<file path="config.mk">
export PLATFORM = sky130hd
export DESIGN_NAME = gpp_port
export DESIGN_NICKNAME = d
export VERILOG_FILES = /design/src/core/gpp_pkg.sv /design/src/core/gpp_port.sv
export SDC_FILE = /design/constraint.sdc
export NUM_CORES = 1
export LEC_CHECK = 0
export BUFFER_PORTS_ARGS = -buffer_cell sky130_fd_sc_hd__buf_2
export CORE_UTILIZATION = 30
export DETAILED_ROUTE_END_ITERATION = 16
export PLACE_DENSITY = 0.53
export SYNTH_ARGS = -nofsm -noshare
export SYNTH_HDL_FRONTEND = slang
export SYNTH_SLANG_ARGS = --single-unit
</file>
<file path="constraint.sdc">
create_clock -name mclk -period 18 [get_ports mclk]
set_clock_uncertainty 0.15 [all_clocks]
set_input_delay 3.6 -clock mclk [delete_from_list [all_inputs] [get_ports mclk]]
set_output_delay 3.6 -clock mclk [all_outputs]
set_load 0.05 [all_outputs]
</file>
<file path="src/core/gpp_pkg.sv">
// Purpose: Shared constants and types for the sensed GPIO port block
// Assumes: AXI4-Lite register access, 32-bit data, eight pins per group
// Notes: One register per aligned word; printed offsets are register indexes
package gpp_pkg;

  localparam int NPIN = 8;

  // ------------------------------------------------------------
  // Register indexes (byte address is four times the index)
  // ------------------------------------------------------------
  localparam logic [5:0] IDX_DIR = 6'h00;
  localparam logic [5:0] IDX_DIRECTION_SET_STROBE = 6'h01;
  localparam logic [5:0] IDX_DIRECTION_CLEAR_STROBE = 6'h02;
  localparam logic [5:0] IDX_DIRECTION_TOGGLE_STROBE = 6'h03;
  localparam logic [5:0] IDX_OUT = 6'h04;
  localparam logic [5:0] IDX_OUTPUT_SET_STROBE = 6'h05;
  localparam logic [5:0] IDX_OUTPUT_CLEAR_STROBE = 6'h06;
  localparam logic [5:0] IDX_OUTPUT_TOGGLE_STROBE = 6'h07;
  localparam logic [5:0] IDX_IN = 6'h08;
  localparam logic [5:0] IDX_FLAGS = 6'h09;
  localparam logic [5:0] IDX_PINCTRL = 6'h10;
  // Alias window mirrors direction, output, input and flags
  localparam logic [5:0] IDX_ALIAS_DIR = 6'h20;
  localparam logic [5:0] IDX_ALIAS_OUT = 6'h21;
  localparam logic [5:0] IDX_ALIAS_IN = 6'h22;
  localparam logic [5:0] IDX_ALIAS_FLAGS = 6'h23;

  // ------------------------------------------------------------
  // Per-pin control field positions and reset values
  // ------------------------------------------------------------
  localparam int CTL_INV_POS = 7;
  localparam int CTL_PULL_POS = 3;
  localparam int CTL_SENSE_LSB = 0;
  localparam logic [7:0] RST_DIR = 8'h00;
  localparam logic [7:0] RST_OUT = 8'h00;
  localparam logic [7:0] RST_CTL = 8'h00;
  localparam logic [1:0] RESP_OKAY = 2'h0;
  localparam logic [1:0] RESP_SLVERR = 2'h2;

  // Dead time after a synchronous interrupt, in cycles
  localparam int DEAD_CYCLES = 3;
  localparam logic [1:0] DEAD_LOAD = 2'(DEAD_CYCLES);

  typedef enum logic [2:0] {
    SENSE_INTDISABLE = 3'b000,
    SENSE_ANY_EDGE = 3'b001,
    SENSE_RISING = 3'b010,
    SENSE_FALLING = 3'b011,
    SENSE_INPUT_DISABLE = 3'b100,
    SENSE_LEVEL = 3'b101
  } gpp_sense_type;

  typedef struct packed {
    logic invert_enable;
    logic [2:0] rsvd;
    logic pullup_enable;
    gpp_sense_type sense_select;
  } gpp_ctl_type;

  // Pad-facing signals travel together
  typedef struct packed {
    logic [NPIN-1:0] drv;
    logic [NPIN-1:0] oe;
    logic [NPIN-1:0] pull;
    logic [NPIN-1:0] ibuf_en;
  } gpp_pad_type;

endpackage

</file>
<file path="src/core/gpp_port.sv">
// Purpose: Eight-pin GPIO port with set/clear/toggle strobes and pin sense
// Assumes: AXI4-Lite slave, one mclk domain, pads sampled through two flops
// Notes: Async pins, still sampled through the two flops but without dead time, are chosen by the ASYNC_PINS parameter
//
// Local design decisions: register access over AXI4-Lite and the placing of the registers.
`timescale 1ns/10ps
module gpp_port
  import gpp_pkg::*;
#(
  parameter logic [NPIN-1:0] ASYNC_PINS = 8'h01
) (
  input wire logic mclk,
  input wire logic sys_rst,
  input wire logic [7:0] s_axi_awaddr,
  input wire logic s_axi_awvalid,
  output logic s_axi_awready,
  input wire logic [31:0] s_axi_wdata,
  input wire logic [3:0] s_axi_wstrb,
  input wire logic s_axi_wvalid,
  output logic s_axi_wready,
  output logic [1:0] s_axi_bresp,
  output logic s_axi_bvalid,
  input wire logic s_axi_bready,
  input wire logic [7:0] s_axi_araddr,
  input wire logic s_axi_arvalid,
  output logic s_axi_arready,
  output logic [31:0] s_axi_rdata,
  output logic [1:0] s_axi_rresp,
  output logic s_axi_rvalid,
  input wire logic s_axi_rready,
  input wire logic [NPIN-1:0] pad_in,
  output gpp_pad_type pad_ff,
  output logic [NPIN-1:0] event_out_ff,
  output logic port_irq_ff,
  output logic wake_ff
);

  // ------------------------------------------------------------
  // Decoding helpers
  // ------------------------------------------------------------
  // Fold alias addresses onto the regular register they mirror
  function automatic logic [5:0] map_idx(input logic [7:0] addr);
    logic [5:0] idx;
    idx = addr[7:2];
    case (idx)
      IDX_ALIAS_DIR: map_idx = IDX_DIR;
      IDX_ALIAS_OUT: map_idx = IDX_OUT;
      IDX_ALIAS_IN: map_idx = IDX_IN;
      IDX_ALIAS_FLAGS: map_idx = IDX_FLAGS;
      default: map_idx = idx;
    endcase
  endfunction

  function automatic logic idx_valid(input logic [5:0] idx);
    idx_valid = (idx <= IDX_FLAGS) ||
                (idx >= IDX_PINCTRL && idx < IDX_PINCTRL + 6'(NPIN));
  endfunction

  // ------------------------------------------------------------
  // AXI4-Lite write channel
  // ------------------------------------------------------------
  logic [7:0] awaddr_ff;
  logic aw_held_ff;
  logic [7:0] wdata_ff;
  logic w_held_ff;
  logic wr_go;
  logic [5:0] wr_idx;
  logic [7:0] dir_ff;
  logic [7:0] out_ff;
  logic [7:0] flags_ff;
  gpp_ctl_type ctl_ff [NPIN];

  assign wr_go = aw_held_ff && w_held_ff && !s_axi_bvalid;
  assign wr_idx = map_idx(awaddr_ff);

  // Address and data captured in either order; one write at a time
  always_ff @(posedge mclk or posedge sys_rst) begin
    if (sys_rst) begin
      aw_held_ff <= 1'b0;
      w_held_ff <= 1'b0;
      awaddr_ff <= 8'h00;
      wdata_ff <= 8'h00;
      s_axi_awready <= 1'b0;
      s_axi_wready <= 1'b0;
      s_axi_bvalid <= 1'b0;
      s_axi_bresp <= RESP_OKAY;
    end else begin
      s_axi_awready <= !aw_held_ff && !s_axi_awready && !s_axi_bvalid;
      s_axi_wready <= !w_held_ff && !s_axi_wready && !s_axi_bvalid;
      if (s_axi_awvalid && s_axi_awready) begin
        aw_held_ff <= 1'b1;
        awaddr_ff <= s_axi_awaddr;
        s_axi_awready <= 1'b0;
      end
      if (s_axi_wvalid && s_axi_wready) begin
        w_held_ff <= 1'b1;
        // Only the low byte lane carries register data
        wdata_ff <= s_axi_wstrb[0] ? s_axi_wdata[7:0] : 8'h00;
        s_axi_wready <= 1'b0;
      end
      if (wr_go) begin
        aw_held_ff <= 1'b0;
        w_held_ff <= 1'b0;
        s_axi_bvalid <= 1'b1;
        s_axi_bresp <= idx_valid(wr_idx) ? RESP_OKAY : RESP_SLVERR;
      end else if (s_axi_bvalid && s_axi_bready) begin
        s_axi_bvalid <= 1'b0;
      end
    end
  end

  // ------------------------------------------------------------
  // Direction and output registers with atomic strobes
  // ------------------------------------------------------------
  always_ff @(posedge mclk or posedge sys_rst) begin
    if (sys_rst) begin
      dir_ff <= RST_DIR;
    end else if (wr_go) begin
      case (wr_idx)
        IDX_DIR: dir_ff <= wdata_ff;
        IDX_DIRECTION_SET_STROBE: dir_ff <= dir_ff | wdata_ff;
        IDX_DIRECTION_CLEAR_STROBE: dir_ff <= dir_ff & ~wdata_ff;
        IDX_DIRECTION_TOGGLE_STROBE: dir_ff <= dir_ff ^ wdata_ff;
        default: dir_ff <= dir_ff;
      endcase
    end
  end

  always_ff @(posedge mclk or posedge sys_rst) begin
    if (sys_rst) begin
      out_ff <= RST_OUT;
    end else if (wr_go) begin
      case (wr_idx)
        IDX_OUT: out_ff <= wdata_ff;
        IDX_OUTPUT_SET_STROBE: out_ff <= out_ff | wdata_ff;
        IDX_OUTPUT_CLEAR_STROBE: out_ff <= out_ff & ~wdata_ff;
        IDX_OUTPUT_TOGGLE_STROBE, IDX_IN: out_ff <= out_ff ^ wdata_ff;
        default: out_ff <= out_ff;
      endcase
    end
  end

  // ------------------------------------------------------------
  // Per-pin control, sensing and pad drive
  // ------------------------------------------------------------
  logic [NPIN-1:0] sync1_ff;
  logic [NPIN-1:0] sync2_ff;
  logic [NPIN-1:0] prev_ff;
  logic [NPIN-1:0] hit;
  logic [NPIN-1:0] in_val;
  logic [NPIN-1:0] in_dis;

  genvar gi;
  generate
    for (gi = 0; gi < NPIN; gi++) begin : g_pin
      logic [1:0] dead_ff;
      logic sensed;

      // Pin control writes at index 0x10 + n
      always_ff @(posedge mclk or posedge sys_rst) begin
        if (sys_rst) begin
          ctl_ff[gi] <= gpp_ctl_type'(RST_CTL);
        end else if (wr_go && wr_idx == IDX_PINCTRL + 6'(gi)) begin
          ctl_ff[gi] <= gpp_ctl_type'(wdata_ff);
        end
      end

      assign in_dis[gi] = ctl_ff[gi].sense_select == SENSE_INPUT_DISABLE;

      // Synchronizer holds still while input disabled to save power
      always_ff @(posedge mclk or posedge sys_rst) begin
        if (sys_rst) begin
          sync1_ff[gi] <= 1'b0;
          sync2_ff[gi] <= 1'b0;
        end else if (!in_dis[gi]) begin
          sync1_ff[gi] <= pad_in[gi];
          sync2_ff[gi] <= sync1_ff[gi];
        end
      end

      // Inversion after the synchronizer, so toggling it is an edge
      assign in_val[gi] = sync2_ff[gi] ^ ctl_ff[gi].invert_enable;

      // Previous value is frozen while disabled; a pending edge may fire later
      always_ff @(posedge mclk or posedge sys_rst) begin
        if (sys_rst) begin
          prev_ff[gi] <= 1'b0;
        end else if (!in_dis[gi]) begin
          prev_ff[gi] <= in_val[gi];
        end
      end

      // Condition selection; a same-cycle invert/sense change may miss
      always_comb begin
        case (ctl_ff[gi].sense_select)
          SENSE_ANY_EDGE: sensed = in_val[gi] ^ prev_ff[gi];
          SENSE_RISING: sensed = in_val[gi] & ~prev_ff[gi];
          SENSE_FALLING: sensed = ~in_val[gi] & prev_ff[gi];
          SENSE_LEVEL: sensed = ~in_val[gi];
          default: sensed = 1'b0;
        endcase
      end

      // Synchronous pins get three dead cycles; async pins none
      assign hit[gi] = sensed && (dead_ff == 2'h0 || ASYNC_PINS[gi]);

      always_ff @(posedge mclk or posedge sys_rst) begin
        if (sys_rst) begin
          dead_ff <= 2'h0;
        end else if (hit[gi] && !ASYNC_PINS[gi]) begin
          dead_ff <= DEAD_LOAD;
        end else if (dead_ff != 2'h0) begin
          dead_ff <= dead_ff - 2'h1;
        end
      end

      // Pad drive: driver off and buffer on from reset
      always_ff @(posedge mclk or posedge sys_rst) begin
        if (sys_rst) begin
          pad_ff.oe[gi] <= 1'b0;
          pad_ff.drv[gi] <= 1'b0;
          pad_ff.pull[gi] <= 1'b0;
          pad_ff.ibuf_en[gi] <= 1'b1;
          event_out_ff[gi] <= 1'b0;
        end else begin
          pad_ff.oe[gi] <= dir_ff[gi];
          pad_ff.drv[gi] <= out_ff[gi] ^ ctl_ff[gi].invert_enable;
          pad_ff.pull[gi] <= ctl_ff[gi].pullup_enable;
          pad_ff.ibuf_en[gi] <= !in_dis[gi];
          event_out_ff[gi] <= in_dis[gi] ? 1'b0 : sync2_ff[gi];
        end
      end
    end
  endgenerate

  // ------------------------------------------------------------
  // Interrupt flags and request
  // ------------------------------------------------------------
  logic [7:0] flag_clr;
  assign flag_clr = (wr_go && wr_idx == IDX_FLAGS) ? wdata_ff : 8'h00;

  // A new hit wins over a same-cycle clear
  always_ff @(posedge mclk or posedge sys_rst) begin
    if (sys_rst) begin
      flags_ff <= 8'h00;
    end else begin
      flags_ff <= (flags_ff & ~flag_clr) | hit;
    end
  end

  // Flags only set for enabled senses, so any flag requests
  always_ff @(posedge mclk or posedge sys_rst) begin
    if (sys_rst) begin
      port_irq_ff <= 1'b0;
      wake_ff <= 1'b0;
    end else begin
      port_irq_ff <= |((flags_ff & ~flag_clr) | hit);
      // Clock running here: every sense wakes; stopped-clock wake is outside
      wake_ff <= |hit;
    end
  end

  // ------------------------------------------------------------
  // AXI4-Lite read channel
  // ------------------------------------------------------------
  logic [5:0] rd_idx;
  logic [7:0] rd_byte;
  assign rd_idx = map_idx(s_axi_araddr);

  always_comb begin
    rd_byte = 8'h00;
    case (rd_idx)
      IDX_DIR, IDX_DIRECTION_SET_STROBE, IDX_DIRECTION_CLEAR_STROBE, IDX_DIRECTION_TOGGLE_STROBE: rd_byte = dir_ff;
      IDX_OUT, IDX_OUTPUT_SET_STROBE, IDX_OUTPUT_CLEAR_STROBE, IDX_OUTPUT_TOGGLE_STROBE: rd_byte = out_ff;
      IDX_IN: rd_byte = in_val & ~in_dis;
      IDX_FLAGS: rd_byte = flags_ff;
      default: begin
        if (rd_idx >= IDX_PINCTRL && rd_idx < IDX_PINCTRL + 6'(NPIN)) begin
          rd_byte = ctl_ff[rd_idx[2:0]];
        end
      end
    endcase
  end

  always_ff @(posedge mclk or posedge sys_rst) begin
    if (sys_rst) begin
      s_axi_arready <= 1'b0;
      s_axi_rvalid <= 1'b0;
      s_axi_rdata <= 32'h00000000;
      s_axi_rresp <= RESP_OKAY;
    end else begin
      s_axi_arready <= !s_axi_rvalid && !s_axi_arready;
      if (s_axi_arvalid && s_axi_arready) begin
        s_axi_arready <= 1'b0;
        s_axi_rvalid <= 1'b1;
        s_axi_rdata <= {24'h000000, rd_byte};
        s_axi_rresp <= idx_valid(rd_idx) ? RESP_OKAY : RESP_SLVERR;
      end else if (s_axi_rvalid && s_axi_rready) begin
        s_axi_rvalid <= 1'b0;
      end
    end
  end

  // ------------------------------------------------------------
  // Assertions
  // ------------------------------------------------------------
  property p_dir_set;
    @(posedge mclk) disable iff (sys_rst)
      (wr_go && wr_idx == IDX_DIRECTION_SET_STROBE) |=> dir_ff == ($past(dir_ff) | $past(wdata_ff));
  endproperty
  a_dir_set: assert property (p_dir_set) else $error("dir set wrong");

  property p_dir_clr;
    @(posedge mclk) disable iff (sys_rst)
      (wr_go && wr_idx == IDX_DIRECTION_CLEAR_STROBE) |=> dir_ff == ($past(dir_ff) & ~$past(wdata_ff));
  endproperty
  a_dir_clr: assert property (p_dir_clr) else $error("dir clear wrong");

  property p_dir_tgl;
    @(posedge mclk) disable iff (sys_rst)
      (wr_go && wr_idx == IDX_DIRECTION_TOGGLE_STROBE) |=> dir_ff == ($past(dir_ff) ^ $past(wdata_ff));
  endproperty
  a_dir_tgl: assert property (p_dir_tgl) else $error("dir toggle wrong");

  property p_out_in_tgl;
    @(posedge mclk) disable iff (sys_rst)
      (wr_go && wr_idx == IDX_IN) |=> out_ff == ($past(out_ff) ^ $past(wdata_ff));
  endproperty
  a_out_in_tgl: assert property (p_out_in_tgl) else $error("in write toggle wrong");

  property p_oe_follows;
    @(posedge mclk) disable iff (sys_rst) 1'b1 |=> pad_ff.oe == $past(dir_ff);
  endproperty
  a_oe_follows: assert property (p_oe_follows) else $error("oe not from dir");

  // Every hit lands as a flag; a clear without a hit empties the flag
  property p_flag_keep;
    @(posedge mclk) disable iff (sys_rst)
      1'b1 |=> ((flags_ff & $past(hit)) == $past(hit)) &&
               ((flags_ff & $past(flag_clr) & ~$past(hit)) == 8'h00);
  endproperty
  a_flag_keep: assert property (p_flag_keep) else $error("hit lost");

  property p_irq_level;
    @(posedge mclk) disable iff (sys_rst) 1'b1 |=> port_irq_ff == (flags_ff != 8'h00);
  endproperty
  a_irq_level: assert property (p_irq_level) else $error("irq mismatch");

  property p_dead0;
    @(posedge mclk) disable iff (sys_rst)
      (hit[3] && !ASYNC_PINS[3]) |=> !hit[3] [*3];
  endproperty
  a_dead0: assert property (p_dead0) else $error("dead time broken");

  property p_evt_zero;
    @(posedge mclk) disable iff (sys_rst) $past(in_dis[6]) |-> event_out_ff[6] == 1'b0;
  endproperty
  a_evt_zero: assert property (p_evt_zero) else $error("event not zero");

endmodule

</file>
==> reports/metrics.yaml, run 1 <==
drt:
  avgViaCountPerCell: 4.874
  drt_iter0_markers: 452
  dr.pass1.iters: 5
  dr_total_vias: 7253
  wl_um: 26850
  wl_per_cell_um: 18.05
  antenna_left: 0
  drc: 0
finish:
  drive_gt1_share_pct: 19.89
  antennaDiodeCount: 0
  top_register: "ctl_ff"
  area_growth_pct: 14.40
  fin_nets: 1155
  largest_reg_flops: 64
clock_tree:
  cts_buffers: 17
  post_cts_resized: 0
  cts_hold_buf: 0
  post-cts-setup-buffers: 0
  clkSinkCount: 199
  clock_path_buffers: 2
  clock_latency_ps: 460
  ctsRootBufferMaster: "clkbuf_16"
  htreeDepth: 4
  clk_pin_slew_worst_paths_ps: 90
  cts_tree: "yes"
placed_design:
  pre_cts_ws_ps: 11780
  portBuffers: 92
  dp_hpwl_um: 19290
  gp_congestion: 0.7968
sta:
  fin_tns_setup_ps: 0
  rsz0062_at_grt: "no"
  fin_ws_ps: 12210
  fin_crit_sh_pct: 32.18
  whs_ps: 254.6
  timing.final.crit_period_ps: 5793
  slew_viol_final: 0
  hold_viol: 0
  setup_viol: 0
  slew_headroom_pct: 39.79
  tightest_slew_ps: 901.3
  timing.fmax_ghz: 0.1726
power:
  power.leakage_nw: 5.421
  ir_drop_uv: 95.13
  design_power_total_mw: 1.881
  powerDensity_nw_per_um2: 162.7
critical_path:
  required_ps: 18240
  arrival_ps: 6040
  critPathKind: "in -> reg"
  crit_path_max_fanout: 24
  critPathLaunchType: "input pin"
  end_kind: "register"
  critPathMaxStageDelay_ps: 530
  slowest_stage: "a211oi_1"
  worstPathCellList: "buf_2 > inv_2 > a31oi_4 > buf_4 > a221oi_1 > a211oi_1 > o32a_1"
die:
  coreArea_um2: 32870
  initial_utilization_pct: 30.74
  die_w_um: 185.5
  rows: 66
  design.die.area_um2: 34420
  ios: 150
  die_h_um: 185.5
synthesis:
  ys_types: 71
  syn_area_per_cell_um2: 10.66
  syn-cell-area_um2: 10100
  synthCells: 948
  synth.largest_area_cell: "dfrtp_1"
  netlist.area_leader.share_pct: 47.30
  ys_top_cells_by_area: "dfrtp_1, ha_1, mux2_2"
  ys_warn_count: 0
  synthFlopType: "dfrtp_1"
  synth_edf_count: 0
  synth-seq-cells: 199
  synthArstFlopShare_pct: 100.0
  yosysSeqAreaShare_pct: 49.38
global_routing:
  track_usage_pct: 16.37
  grt_overflow_total: 0
  grt_start_max_net_pins: 94
  antenna_found_initial: 0
  grt_pass1_wl_um: 41760
  grt_pass1_vias: 7063
outcome:
  status: "complete, no violations"
min_path:
  hold_path_class: "reg -> reg"
flow_run:
  cap_violations: 0
## logic make-up (layout without fill, tap and decap cells)
kind of cell | Yosys count | after routing | share of synthesized area (%)
flops | 199 | 199 | 49.38
simple gates | 211 | 211 | 10.85
xor+xnor | 16 | 16 | 1.387
compound gates | 229 | 229 | 15.59
other cells | 1 | 26 | 0.03711
fa+ha+maj | 56 | 56 | 6.909
mux | 87 | 87 | 9.188
buf+inv | 149 | 222 | 6.662
## worst paths after layout
kind	from	depth (start not counted)	endpoint	slack, ps
max in group asynchronous	sys_rst	3	wdata_ff[3]$_DFFE_PP0P_	13400
hold / removal	ctl_ff[59]$_DFFE_PP0P_	0	pad_ff[8]$_DFF_PP0_	250
setup reg to reg	ctl_ff[23]$_DFFE_PP0P_	8	port_irq_ff$_DFF_PP0_	15030
min in group asynchronous	sys_rst	2	event_out_ff[0]$_DFF_PP0_	3110
hold reg to reg	ctl_ff[59]$_DFFE_PP0P_	0	pad_ff[8]$_DFF_PP0_	250
setup / recovery	s_axi_araddr[2]	7	s_axi_rdata[3]$_DFFE_PP0P_	12210
## synth_stat cells, types with 9 or more instances
master and instances:
nor2b_1 12, o21ai_0 71, ha_1 55, nor2_1 32, a221oi_1 14, o31ai_1 10, nand3_1 15, o21ai_1 9
buf_2 13, buf_4 26, clkbuf_1 14, nand2_1 94, a211oi_1 20, xor2_1 11, mux2i_1 41, inv_1 90
dfrtp_1 191, mux2_2 45, a21oi_1 32
## critical path, delay by kind of cell
kind / cells / cell delay, ps
AOI/OAI and AO/OA: 4 / 1350
buffers and inverters: 3 / 1050
## cell usage in the layout (no fill, tap or decap), drive strengths merged, types with 3 or more instances in the layout
cell	synthesis	routed
nor2	35	35
a211oi	21	21
and3b	3	3
a2111oi	8	8
o311a	8	8
clkbuf	14	17
xor2	11	11
o21ai	81	81
a21oi	32	32
nand3	15	15
mux2i	41	41
o2111ai	4	4
nand2	94	94
inv	93	100
ha	55	55
a2bb2oi	8	8
nor3b	14	14
a22o	8	8
or3b	4	4
nand3b	4	4
o32a	7	7
nand2b	7	7
o211a	6	6
o31ai	10	10
or4	3	3
conb	1	26
nor3	3	3
dfstp	8	8
mux2	46	46
clkinv	0	6
a221oi	14	14
nand4	4	4
buf	42	97
xnor2	5	5
dfrtp	191	191
nor2b	12	12
o211ai	6	6
## metrics by stage
| stage | instances | util, % | cell area, µm² |
|---|---|---|---|
| final | 1488 | 35.17 | 11560 |
| after global routing | 1488 | 35.17 | 11560 |
| after CTS | 1488 | 35.17 | 11560 |
| after detailed placement | 1456 | 33.33 | 10960 |
| after global placement | 1456 | 33.33 | 10960 |
| after floorplan | 973 | - | 10200 |
## power by group
| group | internal (mW) | switching (mW) |
|---|---|---|
| clock network | 0.189 | 0.206 |
| registers | 0.598 | 0.157 |
| logic | 0.246 | 0.484 |
| total | 1.03 | 0.848 |
## cell type report
| cell class | count | area (µm²) |
|---|---|---|
| timing repair buffer | 97 | 498.0 |
| sequential | 199 | 4990 |
| multi-input combinational | 625 | 4558 |
| inverter | 93 | 356.6 |
| clock buffer | 17 | 425.4 |
| fill | 3372 | 21310 |
| clock inverter | 15 | 178.9 |
| tap | 442 | 553.0 |
## routing by layer
| metal | up-vias | GRT usage, % | part of all wire, % |
|---|---|---|---|
| li1 | 3476 | - | - |
| met1 | 3578 | 23.31 | 48 |
| met2 | 163 | 24.73 | 46 |
| met3 | 36 | 3.131 | 3.8 |
| met4 | 0 | 5.488 | 2.1 |
| met5 | - | 0 | 0 |
(Power assumes the default switching activity.)
==> run 2: changes to the inputs <==
--- a/config.mk
+++ b/config.mk
@@ -5,6 +5,7 @@
 export SDC_FILE = /design/constraint.sdc
 export NUM_CORES = 1
 export LEC_CHECK = 0
+export ABC_AREA = 1
 export BUFFER_PORTS_ARGS = -buffer_cell sky130_fd_sc_hd__buf_2
 export CORE_UTILIZATION = 30
 export DETAILED_ROUTE_END_ITERATION = 16
==> constraint.sdc (replaced) <==
create_clock -name mclk -period 5.55 [get_ports mclk]
set_clock_uncertainty 0.15 [all_clocks]
set_input_delay 1.11 -clock mclk [delete_from_list [all_inputs] [get_ports mclk]]
set_output_delay 1.11 -clock mclk [all_outputs]
set_load 0.05 [all_outputs]
==> run 2 against run 1 <==
Hold slack improved by 12 ps. Combinational power increased to 3.4 times the previous value. Routed wire length increased by 3.2%. Core utilization decreased by 0.41 points. Die area increased by 2.0%. Via count increased by 15%. Synthesized cell count increased by 36%. Sequential cell count unchanged. Setup slack got worse by 10000 ps. Design area increased by 1.3%. Register-to-register slack got worse by 12000 ps. Critical endpoint unchanged.
==> reports/metrics.yaml, run 2 <==
synthesis:
  ys_top_cells_by_count: "nand2_1, dfrtp_1, inv_1"
  synth.largest_area_cell: "dfrtp_1"
  syn-cell-area_um2: 10310
  synth_most_common_cell: "nand2_1"
  synth-seq-cells: 199
  netlist.area_leader.share_pct: 46.34
  synth_edf_count: 0
  ys_types: 38
  ys_warn_count: 0
  yosysSeqAreaShare_pct: 48.38
  synthCells: 1285
  ys_top_cells_by_area: "dfrtp_1, nand2_1, o21ai_0"
  synthArstFlopShare_pct: 100.0
  syn_area_per_cell_um2: 8.026
  synthFlopType: "dfrtp_1"
critical_path:
  end_kind: "register"
  critPathBufInv: 2
  critPathLaunchType: "input pin"
  critPathKind: "in -> reg"
  required_ps: 5740
  worstPathCellList: "buf_2 > inv_1 > nand2_1 > nor2_1 > nand2_1 > nand2_1 > nor2_2 > nand2_1 > nand3_1 > nand2_1 > nand3_1 > nand2_1 > nand2_1 > nand2_1"
  slowest_stage: "nor2_2"
  critPathMaxStageDelay_ps: 840
  crit_family: "simple AND/OR/NAND/NOR gates"
  crit_path_max_fanout: 25
  arrival_ps: 3620
  crit_top_cell: "nand2_1"
min_path:
  hold_path_class: "reg -> reg"
die:
  coreArea_um2: 33700
  rows: 67
  initial_utilization_pct: 30.60
  ios: 150
  die_w_um: 187.4
  die_h_um: 187.4
  design.die.area_um2: 35120
power:
  powerDensity_nw_per_um2: 519.5
  ir_drop_uv: 275.2
  power.leakage_nw: 6.039
  design_power_total_mw: 6.085
sta:
  timing.fmax_ghz: 0.2913
  fin_tns_setup_ps: 0
  fin_crit_sh_pct: 61.85
  setup_viol: 0
  fin_ws_ps: 2117
  slew_viol_final: 0
  hold_viol: 0
  rsz0062_at_grt: "no"
  slew_headroom_pct: 14.70
  tightest_slew_ps: 1270
  timing.final.crit_period_ps: 3433
placed_design:
  dp_hpwl_um: 20150
  pre_cts_ws_ps: 1669
  portBuffers: 92
  gp_congestion: 0.8393
clock_tree:
  cts_hold_buf: 0
  htreeDepth: 4
  clock_path_buffers: 2
  clock_latency_ps: 440
  post_cts_resized: 0
  clkSinkCount: 199
  ctsRootBufferMaster: "clkbuf_16"
  cts_buffers: 17
  clk_pin_slew_worst_paths_ps: 80
  cts_tree: "yes"
  post-cts-setup-buffers: 0
drt:
  wl_per_cell_um: 15.16
  avgViaCountPerCell: 4.562
  drt_iter0_markers: 633
  dr_total_vias: 8339
  antenna_left: 0
  wl_um: 27710
  dr.pass1.iters: 5
  drc: 0
outcome:
  status: "complete, no violations"
finish:
  antennaDiodeCount: 0
  drive_gt1_share_pct: 12.54
  area_growth_pct: 13.59
  mostFrequentLayoutCells: "nand2_1, dfrtp_1, inv_1, o21ai_0, buf_2"
  largest_reg_flops: 64
  fin_util_pct: 34.76
  fin_nets: 1489
  top_register: "ctl_ff"
  layout_commonest_cell: "nand2_1"
global_routing:
  grt_busiest_layer: "met2"
  grt.met1_usage_pct: 22.79
  met3_usage_pct: 2.720
  grt_overflow_total: 0
  grt_pass1_wl_um: 44620
  grt_start_max_net_pins: 68
  grt_pass1_vias: 8000
  track_usage_pct: 16.41
  gr-usage-met2_pct: 26.04
  antenna_found_initial: 0
flow_run:
  cap_violations: 0
-- run 2: cell count changes in the layout (fill, tap and decap cells not counted), moves of 20 or more --
cell	change
nand2_1	+268
o21ai_0	+71
nand3_1	+69
inv_1	+79
nor2_1	+38
a211oi_1	-20
mux2i_1	-41
mux2_2	-45
-- run 2: metrics by stage --
step | cell area (µm²) | hold slack (ps) | std cells
2_1_floorplan | 10410 | 224.1 | 1310
3_3_place_gp | 11140 | 244.5 | 1796
3_5_place_dp | 11140 | 245.8 | 1796
4_1_cts | 11720 | 264.7 | 1828
5_1_grt | 11720 | 280.9 | 1828
6_report | 11720 | 266.7 | 1828
-- run 2: report_power, final --
| part | total, mW | internal [mW] | switching, mW |
|---|---|---|---|
| Sequential | 2.33 | 1.95 | 0.379 |
| Clock | 1.25 | 0.644 | 0.610 |
| Combinational | 2.50 | 0.692 | 1.81 |
-- run 2: worst register-to-register path, cell delays in order (launching register included) --
cell and delay (ps):
dfrtp_1 440, inv_2 110, nand2_1 80, a21oi_2 640, nand3_1 390, nand2_1 220
nor2_4 90, a21oi_4 320, inv_2 170, nand2_1 90, nand2_1 50
-- run 2: layout make-up --
type | count | area (µm²)
timing repair buffer | 96 | 490.5
inverter | 183 | 690.7
multi-input combinational | 870 | 4405
clock buffer | 18 | 439.2
fill | 3633 | 21980
sequential | 199 | 4990
clock inverter | 14 | 138.9
tap | 448 | 560.5
-- run 2: path summary, 6_finish.rpt --
kind                                                from                          to  slack [ps]  depth (start not counted)
worst max-delay path                     s_axi_araddr[5]  s_axi_rdata[3]$_DFFE_PP0P_        2120                         14
worst min-delay path              ctl_ff[27]$_DFFE_PP0P_        pad_ff[12]$_DFF_PP0_         270                          0
worst max register to register  awaddr_ff[4]$_DFFE_PP0P_       dir_ff[6]$_DFFE_PP0P_        2700                         10
worst min register to register    ctl_ff[27]$_DFFE_PP0P_        pad_ff[12]$_DFF_PP0_         270                          0
max in group asynchronous                        sys_rst        pad_ff[16]$_DFF_PP0_        3830                          3
min in group asynchronous                        sys_rst     sync2_ff[2]$_DFFE_PP0N_         820                          3
-- run 2: logic make-up (layout without fill, tap and decap cells) --
logic type | Yosys count | after routing | synth area share, %
buffers and inverters | 241 | 311 | 9.814
adder cells (fa/ha/maj) | 55 | 55 | 6.672
AND/OR/NAND/NOR | 568 | 568 | 23.13
flip-flops | 199 | 199 | 48.38
AO/OA/AOI/OAI | 205 | 205 | 10.60
XOR/XNOR | 16 | 16 | 1.359
other | 1 | 26 | 0.03636
-- run 2: layer usage --
metal	vias to the layer above	part of all wire [%]
li1	4174	-
met1	3960	48
met2	183	47
met3	22	3.8
met4	0	1.8
met5	-	0
==> run 3: changes to the inputs <==
==> constraint.sdc (replaced) <==
create_clock -name mclk -period 3.35 [get_ports mclk]
set_clock_uncertainty 0.15 [all_clocks]
set_input_delay 0.67 -clock mclk [delete_from_list [all_inputs] [get_ports mclk]]
set_output_delay 0.67 -clock mclk [all_outputs]
set_load 0.05 [all_outputs]
==> run 3 against run 2 <==
Sequential cell count did not move. Routed wire length rose by 1.5%. Global-route usage barely moved. Sequential power rose by 66%. Core utilization rose by 0.41 points. Hold slack got worse by 140 ps. Via count rose by 0.70%. Cell count rose by 0.60%. Clock power rose by 73%. Die area did not move. Total power rose by 68%. Sequential share of layout area fell by 0.50 points.
==> reports/metrics.yaml, run 3 (synthesis gave the netlist of run 2 again) <==
clock_tree:
  clock_path_buffers: 2
  cts_hold_buf: 0
  ctsRootBufferMaster: "clkbuf_16"
  post_cts_resized: 0
  clkSinkCount: 199
  cts_tree: "yes"
  cts_buffers: 17
  htreeDepth: 4
  post-cts-setup-buffers: 0
  clk_pin_slew_worst_paths_ps: 80
  clock_latency_ps: 450
min_path:
  hold_path_class: "in -> async"
placed_design:
  gp_congestion: 0.8515
  placed_area_um2: 11260
  portBuffers: 92
  dp_hpwl_um: 20480
critical_path:
  slowest_stage: "nand3_1"
  r2r_slack_ps: 830
  required_ps: 3540
  arrival_ps: 2710
  crit_path_max_fanout: 16
  end_kind: "register"
  critPathMaxStageDelay_ps: 650
  critPathKind: "reg -> reg"
  critPathLaunchType: "register"
  r2r_start: "s_axi_bvalid$_DFFE_PP0P_"
  startpoint: "s_axi_bvalid$_DFFE_PP0P_"
  worstPathCellList: "inv_2 > nand3_2 > nor3_2 > nand3_1 > o21ai_0"
die:
  design.die.area_um2: 35120
  die_w_um: 187.4
  ios: 150
  die_h_um: 187.4
  rows: 67
  initial_utilization_pct: 30.60
  coreArea_um2: 33700
global_routing:
  grt_pass1_vias: 7971
  antenna_found_initial: 1
  grt_overflow_total: 0
  grt_start_max_net_pins: 59
  grt_pass1_wl_um: 44550
  track_usage_pct: 16.42
power:
  p_int_mw: 5.563
  design_power_total_mw: 10.24
  ir_drop_uv: 496.9
  seq_power_share_pct: 37.8
  powerDensity_nw_per_um2: 863.8
  switching_share_pct: 45.67
  pwr-share-comb_pct: 41.1
  power.leakage_nw: 6.121
  netSwitchingPower_mw: 4.677
  pwr-share-clk_pct: 21.1
finish:
  largest_reg_flops: 64
  final_area_um2: 11850
  area_growth_pct: 14.93
  fill_cells: 3611
  mostFrequentLayoutCells: "nand2_1, dfrtp_1, inv_1, o21ai_0, buf_2"
  top_register: "ctl_ff"
  drive_gt1_share_pct: 13.23
  layout_commonest_cell: "nand2_1"
  antennaDiodeCount: 0
  fin_nets: 1500
sta:
  rsz0062_at_grt: "no"
  hold_viol: 0
  tightest_slew_ps: 791.0
  fin_tns_setup_ps: 0
  timing.fmax_ghz: 0.3975
  setup_viol: 0
  fin_crit_sh_pct: 75.10
  slew_viol_final: 0
  timing.final.crit_period_ps: 2516
  slew_headroom_pct: 47.21
flow_run:
  cap_violations: 0
drt:
  avgViaCountPerCell: 4.566
  drt_iter0_markers: 563
  wl_um: 28130
  wl_per_cell_um: 15.29
  dr_total_vias: 8397
  antenna_left: 0
  dr.pass1.iters: 5
  drc: 0
outcome:
  status: "complete, no violations"
[run 3: metal layers]
| metal | up-vias | GRT usage [%] | part of all wire (%) |
|---|---|---|---|
| li1 | 4195 | - | - |
| met3 | 23 | 3.114 | 4.3 |
| met5 | - | 0 | 0 |
| met2 | 167 | 26.22 | 46 |
| met1 | 4012 | 22.57 | 48 |
| met4 | 0 | 4.784 | 1.6 |
[run 3: final timing paths]
| path | endpoint | cells past startpoint |
|---|---|---|
| max | ctl_ff[24]$_DFFE_PP0P_ | 5 |
| min | prev_ff[6]$_DFFE_PP0N_ | 2 |
| max reg2reg | ctl_ff[24]$_DFFE_PP0P_ | 5 |
| min reg2reg | pad_ff[12]$_DFF_PP0_ | 0 |
| max in group asynchronous | pad_ff[1]$_DFF_PP1_ | 3 |
| min in group mclk | s_axi_bvalid$_DFFE_PP0P_ | 2 |
[run 3: through the flow]
step | setup slack (ps) | hold WS, ps | utilization (%) | cells
after global routing | 584.0 | 165.9 | 35.17 | 1839
final | 834.3 | 126.8 | 35.17 | 1839
after global placement | 676.7 | 259.2 | 33.40 | 1807
after floorplan | -37.82 | 224.1 | - | 1310
after CTS | 840.0 | 137.1 | 35.17 | 1839
after detailed placement | 655.4 | 259.8 | 33.40 | 1807
[run 3: area by class of cell]
cell class                      count  area [µm²]  area share, %
Sequential cell                   199        4990          42.09
Multi-Input combinational cell    870        4405          37.16
Inverter                          183       690.7          5.826
Timing Repair Buffer              107       610.6          5.151
Tap cell                          448       560.5          4.729
Clock buffer                       18       439.2          3.705
Clock inverter                     14       157.7          1.330
[run 3: critical path, delay by kind of cell (launching register included)]
kind	cells	cell delay, ps
DFF	1	430
buffers and inverters	1	80
AOI/OAI and AO/OA	1	400
and+or+nand+nor	3	1350
[run 3: power by group through the flow]
stage / clock (mW) / sequential, mW / combinational [mW]
floorplan: 0 / 4.54 / 2.38
global placement: 0 / 3.90 / 4.12
detailed placement: 0 / 3.91 / 4.22
CTS: 2.22 / 3.87 / 4.23
global route: 2.32 / 3.97 / 4.72
finish: 2.16 / 3.87 / 4.21
